==> src/logic/cus_pkg.sv <==
// Constants, carrier types and helpers for the unread-status / mailbox-0 mask block.
// Assumes a single 40 MHz system clock and word-only AHB-Lite register access.
package cus_pkg;

    localparam int unsigned CUS_MBX_NUM = 16;
    localparam int unsigned CUS_MBX_W   = 4;
    localparam int unsigned CUS_ID_W    = 29;
    localparam int unsigned CUS_DATA_W  = 64;
    localparam int unsigned CUS_DLC_W   = 4;
    localparam int unsigned CUS_REG_W   = 16;
    localparam int unsigned CUS_OFS_W   = 8;
    localparam int unsigned CUS_EVT_W   = 3;

    // Byte offsets of the registers.
    localparam logic [7:0] CUS_OFS_UNREAD   = 8'h00;
    localparam logic [7:0] CUS_OFS_MASK_LO  = 8'h04;
    localparam logic [7:0] CUS_OFS_MASK_HI  = 8'h08;
    localparam logic [7:0] CUS_OFS_PENDING  = 8'h0C;
    localparam logic [7:0] CUS_OFS_CTRL     = 8'h10;
    localparam logic [7:0] CUS_OFS_MBX0_ID  = 8'h14;
    localparam logic [7:0] CUS_OFS_MBX_SEL  = 8'h18;
    localparam logic [7:0] CUS_OFS_DATA_LO  = 8'h1C;
    localparam logic [7:0] CUS_OFS_DATA_HI  = 8'h20;
    localparam logic [7:0] CUS_OFS_INT_STAT = 8'h24;
    localparam logic [7:0] CUS_OFS_INT_MASK = 8'h28;

    // Reset values and field layouts.
    localparam logic [15:0] CUS_RST_REG16   = 16'h0000;
    localparam logic [15:0] CUS_HI_WR_MASK  = 16'hE3FF;
    localparam logic [28:0] CUS_RST_ID      = 29'h00000000;
    localparam logic [3:0]  CUS_RST_SEL     = 4'h0;
    localparam logic [2:0]  CUS_RST_EVT     = 3'h0;
    localparam logic        CUS_RST_UMASK   = 1'b1;
    localparam int unsigned CUS_CTRL_UMASK  = 0;
    localparam logic [3:0]  CUS_MBX_FILTERED = 4'h0;

    // Interrupt status bit positions.
    localparam int unsigned CUS_EVT_OVERWRITE = 0;
    localparam int unsigned CUS_EVT_STORED    = 1;
    localparam int unsigned CUS_EVT_REJECT    = 2;

    // AHB-Lite encodings.
    localparam int unsigned CUS_HTRANS_ACT = 1;
    localparam logic        CUS_HRESP_OKAY = 1'b0;
    localparam logic [31:0] CUS_RD_ZERO    = 32'h00000000;

    typedef enum logic [1:0] {
        CUS_BUS_IDLE = 2'b00,
        CUS_BUS_WR   = 2'b01,
        CUS_BUS_RDW  = 2'b10,
        CUS_BUS_RDD  = 2'b11
    } cus_bus_st_t;

    typedef struct packed {
        logic        wr;
        logic        rd;
        logic [7:0]  ofs;
        logic [31:0] wdata;
    } cus_bus_req_t;

    typedef struct packed {
        logic        valid;
        logic [3:0]  mbx;
        logic [28:0] id;
        logic [3:0]  dlc;
        logic [63:0] data;
    } cus_rx_t;

    // Register view puts mailboxes 7..0 in bits 15..8 and 15..8 in bits 7..0.
    function automatic logic [15:0] cus_swap(input logic [15:0] v);
        cus_swap = {v[7:0], v[15:8]};
    endfunction

    // Expands the two mask registers into per-identifier-bit don't-care flags.
    function automatic logic [28:0] cus_dont_care(input logic [15:0] lo,
                                                  input logic [15:0] hi);
        cus_dont_care = {hi[7:0], hi[15:13], hi[9:8], lo[7:0], lo[15:8]};
    endfunction

endpackage

==> src/logic/cus_ahb_slave.sv <==
// AHB-Lite slave front end: turns bus transfers into register strobes.
// Assumes word transfers only; reads take one wait state, writes none.
`timescale 1ns/10ps
`default_nettype none
module cus_ahb_slave
(
    // Clock and reset
    input  wire logic                  sys_clk,
    input  wire logic                  reset,
    // AHB-Lite
    input  wire logic                  hsel,
    input  wire logic [31:0]           haddr,
    input  wire logic [1:0]            htrans,
    input  wire logic                  hwrite,
    input  wire logic                  hready,
    input  wire logic [31:0]           hwdata,
    output logic                       hreadyout,
    output logic                       hresp,
    // Register strobes
    output cus_pkg::cus_bus_req_t      req
);
    import cus_pkg::*;

    cus_bus_st_t st_ff;
    cus_bus_st_t nxt_st;
    logic [7:0]  ofs_ff;
    logic        take;

    assign take = hsel && htrans[CUS_HTRANS_ACT] && hready;

    always_comb
    begin
        nxt_st = st_ff;
        case (st_ff)
            CUS_BUS_RDW: nxt_st = CUS_BUS_RDD;
            CUS_BUS_IDLE, CUS_BUS_WR, CUS_BUS_RDD:
            begin
                if (!take)
                    nxt_st = CUS_BUS_IDLE;
                else if (hwrite)
                    nxt_st = CUS_BUS_WR;
                else
                    nxt_st = CUS_BUS_RDW;
            end
            default: nxt_st = CUS_BUS_IDLE;
        endcase
    end

    always_ff @(posedge sys_clk or posedge reset)
    begin
        if (reset)
            st_ff <= CUS_BUS_IDLE;
        else
            st_ff <= nxt_st;
    end

    always_ff @(posedge sys_clk or posedge reset)
    begin
        if (reset)
            ofs_ff <= CUS_OFS_UNREAD;
        else if (take)
            ofs_ff <= haddr[7:0];
    end

    // The wait state lets a read see every write that precedes it.
    assign hreadyout = (st_ff != CUS_BUS_RDW);
    assign hresp     = CUS_HRESP_OKAY;
    assign req.wr    = (st_ff == CUS_BUS_WR);
    assign req.rd    = (st_ff == CUS_BUS_RDW);
    assign req.ofs   = ofs_ff;
    assign req.wdata = hwdata;

endmodule // cus_ahb_slave
`default_nettype wire

==> src/logic/cus_accept_filter.sv <==
// Mailbox-0 acceptance compare with per-bit don't-care mask.
// Assumes the receiver presents identifiers already aligned to 29 bits.
`timescale 1ns/10ps
`default_nettype none
module cus_accept_filter
(
    // Compare inputs
    input  wire logic [28:0] rx_id,
    input  wire logic [28:0] ref_id,
    input  wire logic [15:0] mask_lo,
    input  wire logic [15:0] mask_hi,
    // Result
    output logic             match
);
    import cus_pkg::*;

    logic [28:0] dont_care;

    assign dont_care = cus_dont_care(mask_lo, mask_hi);         // see
    assign match     = ((rx_id ^ ref_id) & ~dont_care) == '0;   // see

endmodule // cus_accept_filter
`default_nettype wire

==> src/logic/cus_top.sv <==
// Unread-overwrite status, receive-pending flags and mailbox-0 acceptance mask.
// Assumes a receiver upstream that names a target mailbox per finished frame.
//
// How it works
// Overwrite of pending mailbox sets status; write-1 clears.
// Newer message replaces unread stored contents.
// Sixteen status bits, byte-swapped mailbox order, reset zero.
// Mask applies to mailbox 0 only.
// Low mask maps to identifier bits 15..0.
// High mask maps to identifier bits 28..16.
// High mask bits 12..10 read zero.
// Host writes zero to those reserved bits.
// Reception end sets the mailbox pending flag.
// Overrun request follows unread flag unless masked.
// Unmasked identifier bits must match exactly.
//
// Register access over AHB-Lite and the address map were decided locally.
`timescale 1ns/10ps
`default_nettype none
module cus_top
(
    // Clock and reset
    input  wire logic                  sys_clk,
    input  wire logic                  reset,
    // AHB-Lite register port
    input  wire logic                  hsel,
    input  wire logic [31:0]           haddr,
    input  wire logic [1:0]            htrans,
    input  wire logic                  hwrite,
    input  wire logic [2:0]            hsize,
    input  wire logic                  hready,
    input  wire logic [31:0]           hwdata,
    output logic [31:0]                hrdata,
    output logic                       hreadyout,
    output logic                       hresp,
    // Finished frames from the receiver
    input  wire cus_pkg::cus_rx_t      rx_msg,
    // Status towards the rest of the controller
    output logic [15:0]                receive_pending_flags,
    output logic                       unread_irq_flag,
    output logic                       overrun_class_irq_request,
    output logic                       irq
);
    import cus_pkg::*;

    cus_bus_req_t req;
    logic         match;
    logic         store;
    logic         reject;
    logic [15:0]  hit;
    logic [15:0]  wr_bits;
    logic [31:0]  rd_mux;

    logic [15:0]  unread_ff;
    logic [15:0]  nxt_unread;
    logic [15:0]  pending_ff;
    logic [15:0]  nxt_pending;
    logic [15:0]  mask_lo_ff;
    logic [15:0]  mask_hi_ff;
    logic         umask_ff;
    logic [28:0]  mbx0_id_ff;
    logic [3:0]   sel_ff;
    logic [2:0]   istat_ff;
    logic [2:0]   nxt_istat;
    logic [2:0]   imask_ff;
    logic [2:0]   evt;
    logic [31:0]  hrdata_ff;
    logic         uflag_ff;
    logic         ovr_ff;
    logic         irq_ff;

    logic [63:0]  mbx_data [CUS_MBX_NUM];
    logic [3:0]   mbx_dlc  [CUS_MBX_NUM];

    cus_ahb_slave u_slave
    (
        .sys_clk   (sys_clk),
        .reset     (reset),
        .hsel      (hsel),
        .haddr     (haddr),
        .htrans    (htrans),
        .hwrite    (hwrite),
        .hready    (hready),
        .hwdata    (hwdata),
        .hreadyout (hreadyout),
        .hresp     (hresp),
        .req       (req)
    );

    cus_accept_filter u_filter
    (
        .rx_id   (rx_msg.id),
        .ref_id  (mbx0_id_ff),
        .mask_lo (mask_lo_ff),
        .mask_hi (mask_hi_ff),
        .match   (match)
    );

    // Only mailbox 0 is filtered here; others arrive already chosen.
    assign reject  = rx_msg.valid && rx_msg.mbx == CUS_MBX_FILTERED && !match;
    assign store   = rx_msg.valid && !reject;
    assign hit     = store ? (16'h0001 << rx_msg.mbx) : CUS_RST_REG16;
    // Incoming writes are in register order; convert to mailbox order.
    assign wr_bits = cus_swap(req.wdata[15:0]);

    // Set wins over a write-1 clear in the same cycle.
    assign nxt_unread = (unread_ff & ~((req.wr && req.ofs == CUS_OFS_UNREAD) ?
                        wr_bits : CUS_RST_REG16)) | (hit & pending_ff);
    assign nxt_pending = (pending_ff & ~((req.wr && req.ofs == CUS_OFS_PENDING) ?
                         wr_bits : CUS_RST_REG16)) | hit;

    always_ff @(posedge sys_clk or posedge reset)
    begin
        if (reset)
            unread_ff <= CUS_RST_REG16;
        else
            unread_ff <= nxt_unread;
    end

    always_ff @(posedge sys_clk or posedge reset)
    begin
        if (reset)
            pending_ff <= CUS_RST_REG16;
        else
            pending_ff <= nxt_pending;
    end

    // Message store is RAM-like and has no reset; a stored frame always
    // overwrites, so an unread earlier one is lost on purpose.
    always_ff @(posedge sys_clk)
    begin
        if (store)
        begin
            mbx_data[rx_msg.mbx] <= rx_msg.data;
            mbx_dlc[rx_msg.mbx]  <= rx_msg.dlc;
        end
    end

    always_ff @(posedge sys_clk or posedge reset)
    begin
        if (reset)
        begin
            mask_lo_ff <= CUS_RST_REG16;
            mask_hi_ff <= CUS_RST_REG16;
        end
        else if (req.wr && req.ofs == CUS_OFS_MASK_LO)
            mask_lo_ff <= req.wdata[15:0];
        else if (req.wr && req.ofs == CUS_OFS_MASK_HI)
            // Reserved bits are dropped even if the host breaks its side.
            mask_hi_ff <= req.wdata[15:0] & CUS_HI_WR_MASK;               // see
    end

    always_ff @(posedge sys_clk or posedge reset)
    begin
        if (reset)
        begin
            umask_ff   <= CUS_RST_UMASK;
            mbx0_id_ff <= CUS_RST_ID;
            sel_ff     <= CUS_RST_SEL;
            imask_ff   <= CUS_RST_EVT;
        end
        else if (req.wr)
        begin
            case (req.ofs)
                CUS_OFS_CTRL:     umask_ff   <= req.wdata[CUS_CTRL_UMASK];
                CUS_OFS_MBX0_ID:  mbx0_id_ff <= req.wdata[28:0];
                CUS_OFS_MBX_SEL:  sel_ff     <= req.wdata[3:0];
                CUS_OFS_INT_MASK: imask_ff   <= req.wdata[2:0];
                default:          sel_ff     <= sel_ff;
            endcase
        end
    end

    assign evt[CUS_EVT_OVERWRITE] = |(hit & pending_ff);
    assign evt[CUS_EVT_STORED]    = store;
    assign evt[CUS_EVT_REJECT]    = reject;

    // A read of the status clears it, but an event in that cycle survives.
    assign nxt_istat = (istat_ff & ~((req.rd && req.ofs == CUS_OFS_INT_STAT) ?
                       istat_ff : CUS_RST_EVT)) | evt;

    always_ff @(posedge sys_clk or posedge reset)
    begin
        if (reset)
            istat_ff <= CUS_RST_EVT;
        else
            istat_ff <= nxt_istat;
    end

    always_ff @(posedge sys_clk or posedge reset)
    begin
        if (reset)
        begin
            uflag_ff <= 1'b0;
            ovr_ff   <= 1'b0;
            irq_ff   <= 1'b0;
        end
        else
        begin
            uflag_ff <= |nxt_unread;
            ovr_ff   <= (|nxt_unread) && !umask_ff;
            irq_ff   <= |(nxt_istat & imask_ff);
        end
    end

    always_comb
    begin
        rd_mux = CUS_RD_ZERO;
        case (req.ofs)
            CUS_OFS_UNREAD:   rd_mux[15:0] = cus_swap(unread_ff);
            CUS_OFS_MASK_LO:  rd_mux[15:0] = mask_lo_ff;
            CUS_OFS_MASK_HI:  rd_mux[15:0] = mask_hi_ff & CUS_HI_WR_MASK;
            CUS_OFS_PENDING:  rd_mux[15:0] = cus_swap(pending_ff);
            CUS_OFS_CTRL:     rd_mux[CUS_CTRL_UMASK] = umask_ff;
            CUS_OFS_MBX0_ID:  rd_mux[28:0] = mbx0_id_ff;
            CUS_OFS_MBX_SEL:  rd_mux[3:0]  = sel_ff;
            CUS_OFS_DATA_LO:  rd_mux = mbx_data[sel_ff][31:0];
            CUS_OFS_DATA_HI:  rd_mux = mbx_data[sel_ff][63:32];
            CUS_OFS_INT_STAT: rd_mux[2:0]  = istat_ff;
            CUS_OFS_INT_MASK: rd_mux[2:0]  = imask_ff;
            default:          rd_mux = CUS_RD_ZERO;
        endcase
    end

    always_ff @(posedge sys_clk or posedge reset)
    begin
        if (reset)
            hrdata_ff <= CUS_RD_ZERO;
        else if (req.rd)
            hrdata_ff <= rd_mux;
    end

    assign hrdata                    = hrdata_ff;
    assign receive_pending_flags     = cus_swap(pending_ff);
    assign unread_irq_flag           = uflag_ff;
    assign overrun_class_irq_request = ovr_ff;
    assign irq                       = irq_ff;

    // Checks that travel with the logic.
    logic [3:0] mbx_q;
    always_ff @(posedge sys_clk)
    begin
        mbx_q <= rx_msg.mbx;
    end
endmodule // cus_top
`default_nettype wire

==> config.mk <==
export PLATFORM = sky130hd
export DESIGN_NAME = cus_top
export DESIGN_NICKNAME = d
export VERILOG_FILES = /design/src/logic/cus_pkg.sv /design/src/logic/cus_ahb_slave.sv /design/src/logic/cus_accept_filter.sv /design/src/logic/cus_top.sv
export SDC_FILE = /design/constraint.sdc
export NUM_CORES = 1
export LEC_CHECK = 0
export BUFFER_PORTS_ARGS = -buffer_cell sky130_fd_sc_hd__buf_2
export CAP_MARGIN = 20
export CORE_ASPECT_RATIO = 0.5
export CORE_MARGIN = 1.5
export CORE_UTILIZATION = 40
export CTS_BUF_LIST = sky130_fd_sc_hd__clkbuf_8
export DETAILED_ROUTE_END_ITERATION = 8
export GPL_ROUTABILITY_DRIVEN = 1
export GPL_TIMING_DRIVEN = 1
export HOLD_SLACK_MARGIN = 0.06
export SLEW_MARGIN = 20
export SYNTH_ARGS = -nofsm -noshare
export SYNTH_HDL_FRONTEND = slang
export SYNTH_SLANG_ARGS = --single-unit
==> constraint.sdc <==
create_clock -name sys_clk -period 4.85 [get_ports sys_clk]
set_input_delay 0.7275 -clock sys_clk [delete_from_list [all_inputs] [get_ports sys_clk]]
set_output_delay 0.7275 -clock sys_clk [all_outputs]
set_load 0.005 [all_outputs]
==> reports/metrics.csv <==
metric,value,unit
status,finished clean,
remaining global-route overflow,0,
critical path's slowest cell,or4_1,
synthesized net count,2289,
WP data arrival,4.05,ns
DRT iter0 DRCs,2326,
worst skew pair latency,0.85,ns
Flop pwr share,54.1,%
Total Nets Final,2616,
Peak Freq,283.6,MHz
Worst Setup End Kind,register,
Cell Rows,87,
Total Wirelength,117600,um
crit path from,mbx0_id_ff[26],
Core Region,113000,um^2
Yosys cell types,51,
Post-Syn Instances,2113,
"count leader, synth",edfxtp_1,
hold path start,hwrite,
largest area contributor in the netlist,edfxtp_1,
via count,23080,
CP Data Required Time,5.38,ns
post-route ant nets,0,
clock sinks,1170,
setup ws final,1.324,ns
RSZ-0062 raised after global routing,no,
CTS H-tree depth,4,
Clk Tree Root Cell,clkbuf_8,
Pwr Density,423.9,nW/um^2
GRT Util Overall,20.30,%
synth warn,0,
Internal Power,16320,uW
sw power,5724,uW
final worst path period need,3.526,ns
reg2reg start,mbx0_id_ff[26],
WL met2,57500,um
P&R area growth vs syn,13.71,%
Comb pwr share,14.0,%
Setup CP Type,register to register,
CTS tree,built,
post-cts sizing count,0,
"EDFF count, synth",1024,
Synth area leaders,"edfxtp_1 67%, mux4_2 16%, dfrtp_1 7.9%",
Clk network pwr share,31.9,%
Post-synth ARST share,12.48,%
"Clk pin slew, worst setup/hold paths",0.07,ns
drt pass-1 iters,8,
synthesized area,45720,um^2
DP Area,48920,um^2
peak supply drop,278.5,uV
normalized max-slew margin,29.98,%
Hold WC Path Type,primary input to register,
Setup TNS Final,0,ns
Worst Path Max Fanout,24,
pins over their slew limit,0,
DP HPWL,66500,um
Final Hold Vio Count,0,
wl on met1,48690,um
final instance area,51990,um^2
flop2flop setup slack,1.32,ns
# port buffers,192,
placer congestion estimate,0.9451,
Synth top area share,67.25,%
Final Setup Violations,0,
wire per inst,28.75,um
Worst Max-Slew Pin Slew,1.042,ns
crit path to,mbx_data[0][29],
CTS Buffer Depth,3,
Die W,481.1,um
Layout Skew,0.04239,ns
largest net degree at the start of global routing,70,
first-pass GRT wire length,169500,um
met3 wire length,7760,um
DR vias/cell,5.644,
DIE AREA,116500,um^2
leak pwr,0.01710,uW
Fillers,9504,
top layer in use,met5,
drt drc,0,
Synth Area per Inst,21.64,um^2
WHS,0.1255,ns
dominant synthesized flop cell,edfxtp_1,
crit-path cells,"xnor2_1, o22ai_1, or4_1, nor4_1, and3_1, and2_4, buf_12",
io pins,229,
area of the multi-input gates,10860,um^2
RR Endpoint,mbx_data[0][29],
#FFs+latches synth,1170,
initial antenna violation count,17,
Max Cap Viol,0,
Initial Util,40.47,%
Sw Ratio,25.97,%
"Seq/Total Area, Yosys",75.25,%
synth cell count leaders,"1024 x edfxtp_1, 320 x mux4_2, 145 x dfrtp_1, 83 x mux2_2, 62 x nand2_1",
worst slack at placement,0.9175,ns
crit start category,register,
vias in the first global route,24000,
ratio of cells with drive above 1 in the final layout,34.60,%
CP max stage delay,0.61,ns
number of buffers created by CTS,169,
sequential cell area,34420,um^2
crit share post-route,72.70,%
die height,242.1,um
Worst R2R Path Depth,7,
==> power groups by stage <==
stage,Sequential [uW],Clock (uW),Combinational (uW)
after floorplan,11900,0,2110
after global placement,12100,0,3080
after detailed placement,12100,0,3110
after CTS,11900,7200,3130
after global routing,12000,7620,3290
final,11900,7030,3080
==> worst min path at each step <==
stage | end | slack, ns | depth (start not counted)
6_report | u_slave.st_ff[1] | 0.13 | 2
5_1_grt | mbx0_id_ff[28] | 0.11 | 2
4_1_cts | u_slave.st_ff[1] | 0.06 | 2
3_5_place_dp | unread_ff[4] | 0.49 | 1
3_3_place_gp | unread_ff[4] | 0.48 | 1
2_1_floorplan | unread_ff[15] | 0.47 | 1
==> worst max-delay path, delay by kind of cell (launching register included) <==
kind | cells | cell delay (ns)
buffers and inverters | 1 | 0.28
AO/OA/AOI/OAI | 1 | 0.25
flip-flops | 1 | 0.41
AND/OR/NAND/NOR | 4 | 2.01
XOR/XNOR | 1 | 0.21
==> timing repair <==
action                    CTS  global route
hold buffers               12             0
hold endpoints to repair   77             0
buffers inserted            0             0
==> flip-flops by register name, indices dropped and copies added, names as in the netlist <==
| register | flops |
|---|---|
| mbx_data | 1024 |
| hrdata | 32 |
| mbx0_id_ff | 29 |
| mask_lo_ff | 16 |
| pending_ff | 16 |
| unread_ff | 16 |
| mask_hi_ff | 13 |
| u_slave.ofs_ff | 8 |
| sel_ff | 4 |
| imask_ff | 3 |
| istat_ff | 3 |
| u_slave.st_ff | 2 |
| irq | 1 |
| overrun_class_irq_request | 1 |
| umask_ff | 1 |
| unread_irq_flag | 1 |
==> stage by stage <==
step                      cells  utilization, %  power (uW)
after floorplan            2113               -       13990
after global placement     3770           43.29       15200
after detailed placement   3770           43.29       15250
after CTS                  4082           46.00       22260
after global routing       4089           46.01       22880
final                      4089           46.01       22040
==> area by class of cell <==
type	instances	area share [%]
flip-flops and latches	1170	66.20
multi-input cells	823	20.89
clock buffers	176	4.659
well taps	1513	3.641
repair buffers	269	3.523
clock inverters	124	0.9891
inverters	7	0.06016
diodes	7	0.03369
==> routing by layer <==
layer	up-vias	GRT usage [%]
met4	4	7.493
met3	226	3.744
met2	902	32.50
met1	12400	27.83
met5	-	0
li1	9547	-
==> kinds of logic (layout without fill, tap and decap cells) <==
family / after synthesis / count (layout) / synth area share (%)
mux: 409 / 409 / 17.94
simple gates: 195 / 195 / 2.000
flops: 1170 / 1170 / 75.25
other cells: 1 / 8 / 0.008202
compound gates: 189 / 189 / 2.936
buf+inv: 120 / 576 / 1.316
xor+xnor: 29 / 29 / 0.5555
==> cells in the final DEF (no fill, tap or decap), drive strengths merged, types with 2 or more instances in the layout <==
| cell type | synthesis | final |
|---|---|---|
| clkinv | 0 | 65 |
| dlygate4sd3 | 0 | 12 |
| a221oi | 5 | 5 |
| nand2b | 4 | 4 |
| diode | 0 | 7 |
| a222oi | 5 | 5 |
| and2 | 7 | 7 |
| xnor2 | 29 | 29 |
| a21oi | 43 | 43 |
| mux4 | 320 | 320 |
| nand2 | 62 | 62 |
| inv | 7 | 65 |
| o22ai | 24 | 24 |
| a32oi | 2 | 2 |
| a2111oi | 3 | 3 |
| dfrtp | 145 | 145 |
| edfxtp | 1024 | 1024 |
| a22o | 11 | 11 |
| nor2 | 61 | 61 |
| nor4 | 11 | 11 |
| nand3 | 6 | 6 |
| nor2b | 6 | 6 |
| mux2i | 6 | 6 |
| and3 | 11 | 11 |
| nor3 | 21 | 21 |
| o21ai | 17 | 17 |
| a32o | 10 | 10 |
| a21o | 22 | 22 |
| buf | 64 | 257 |
| clkbuf | 49 | 176 |
| a22oi | 41 | 41 |
| mux2 | 83 | 83 |
No activity file was read; power rests on OpenSTA's default activity.
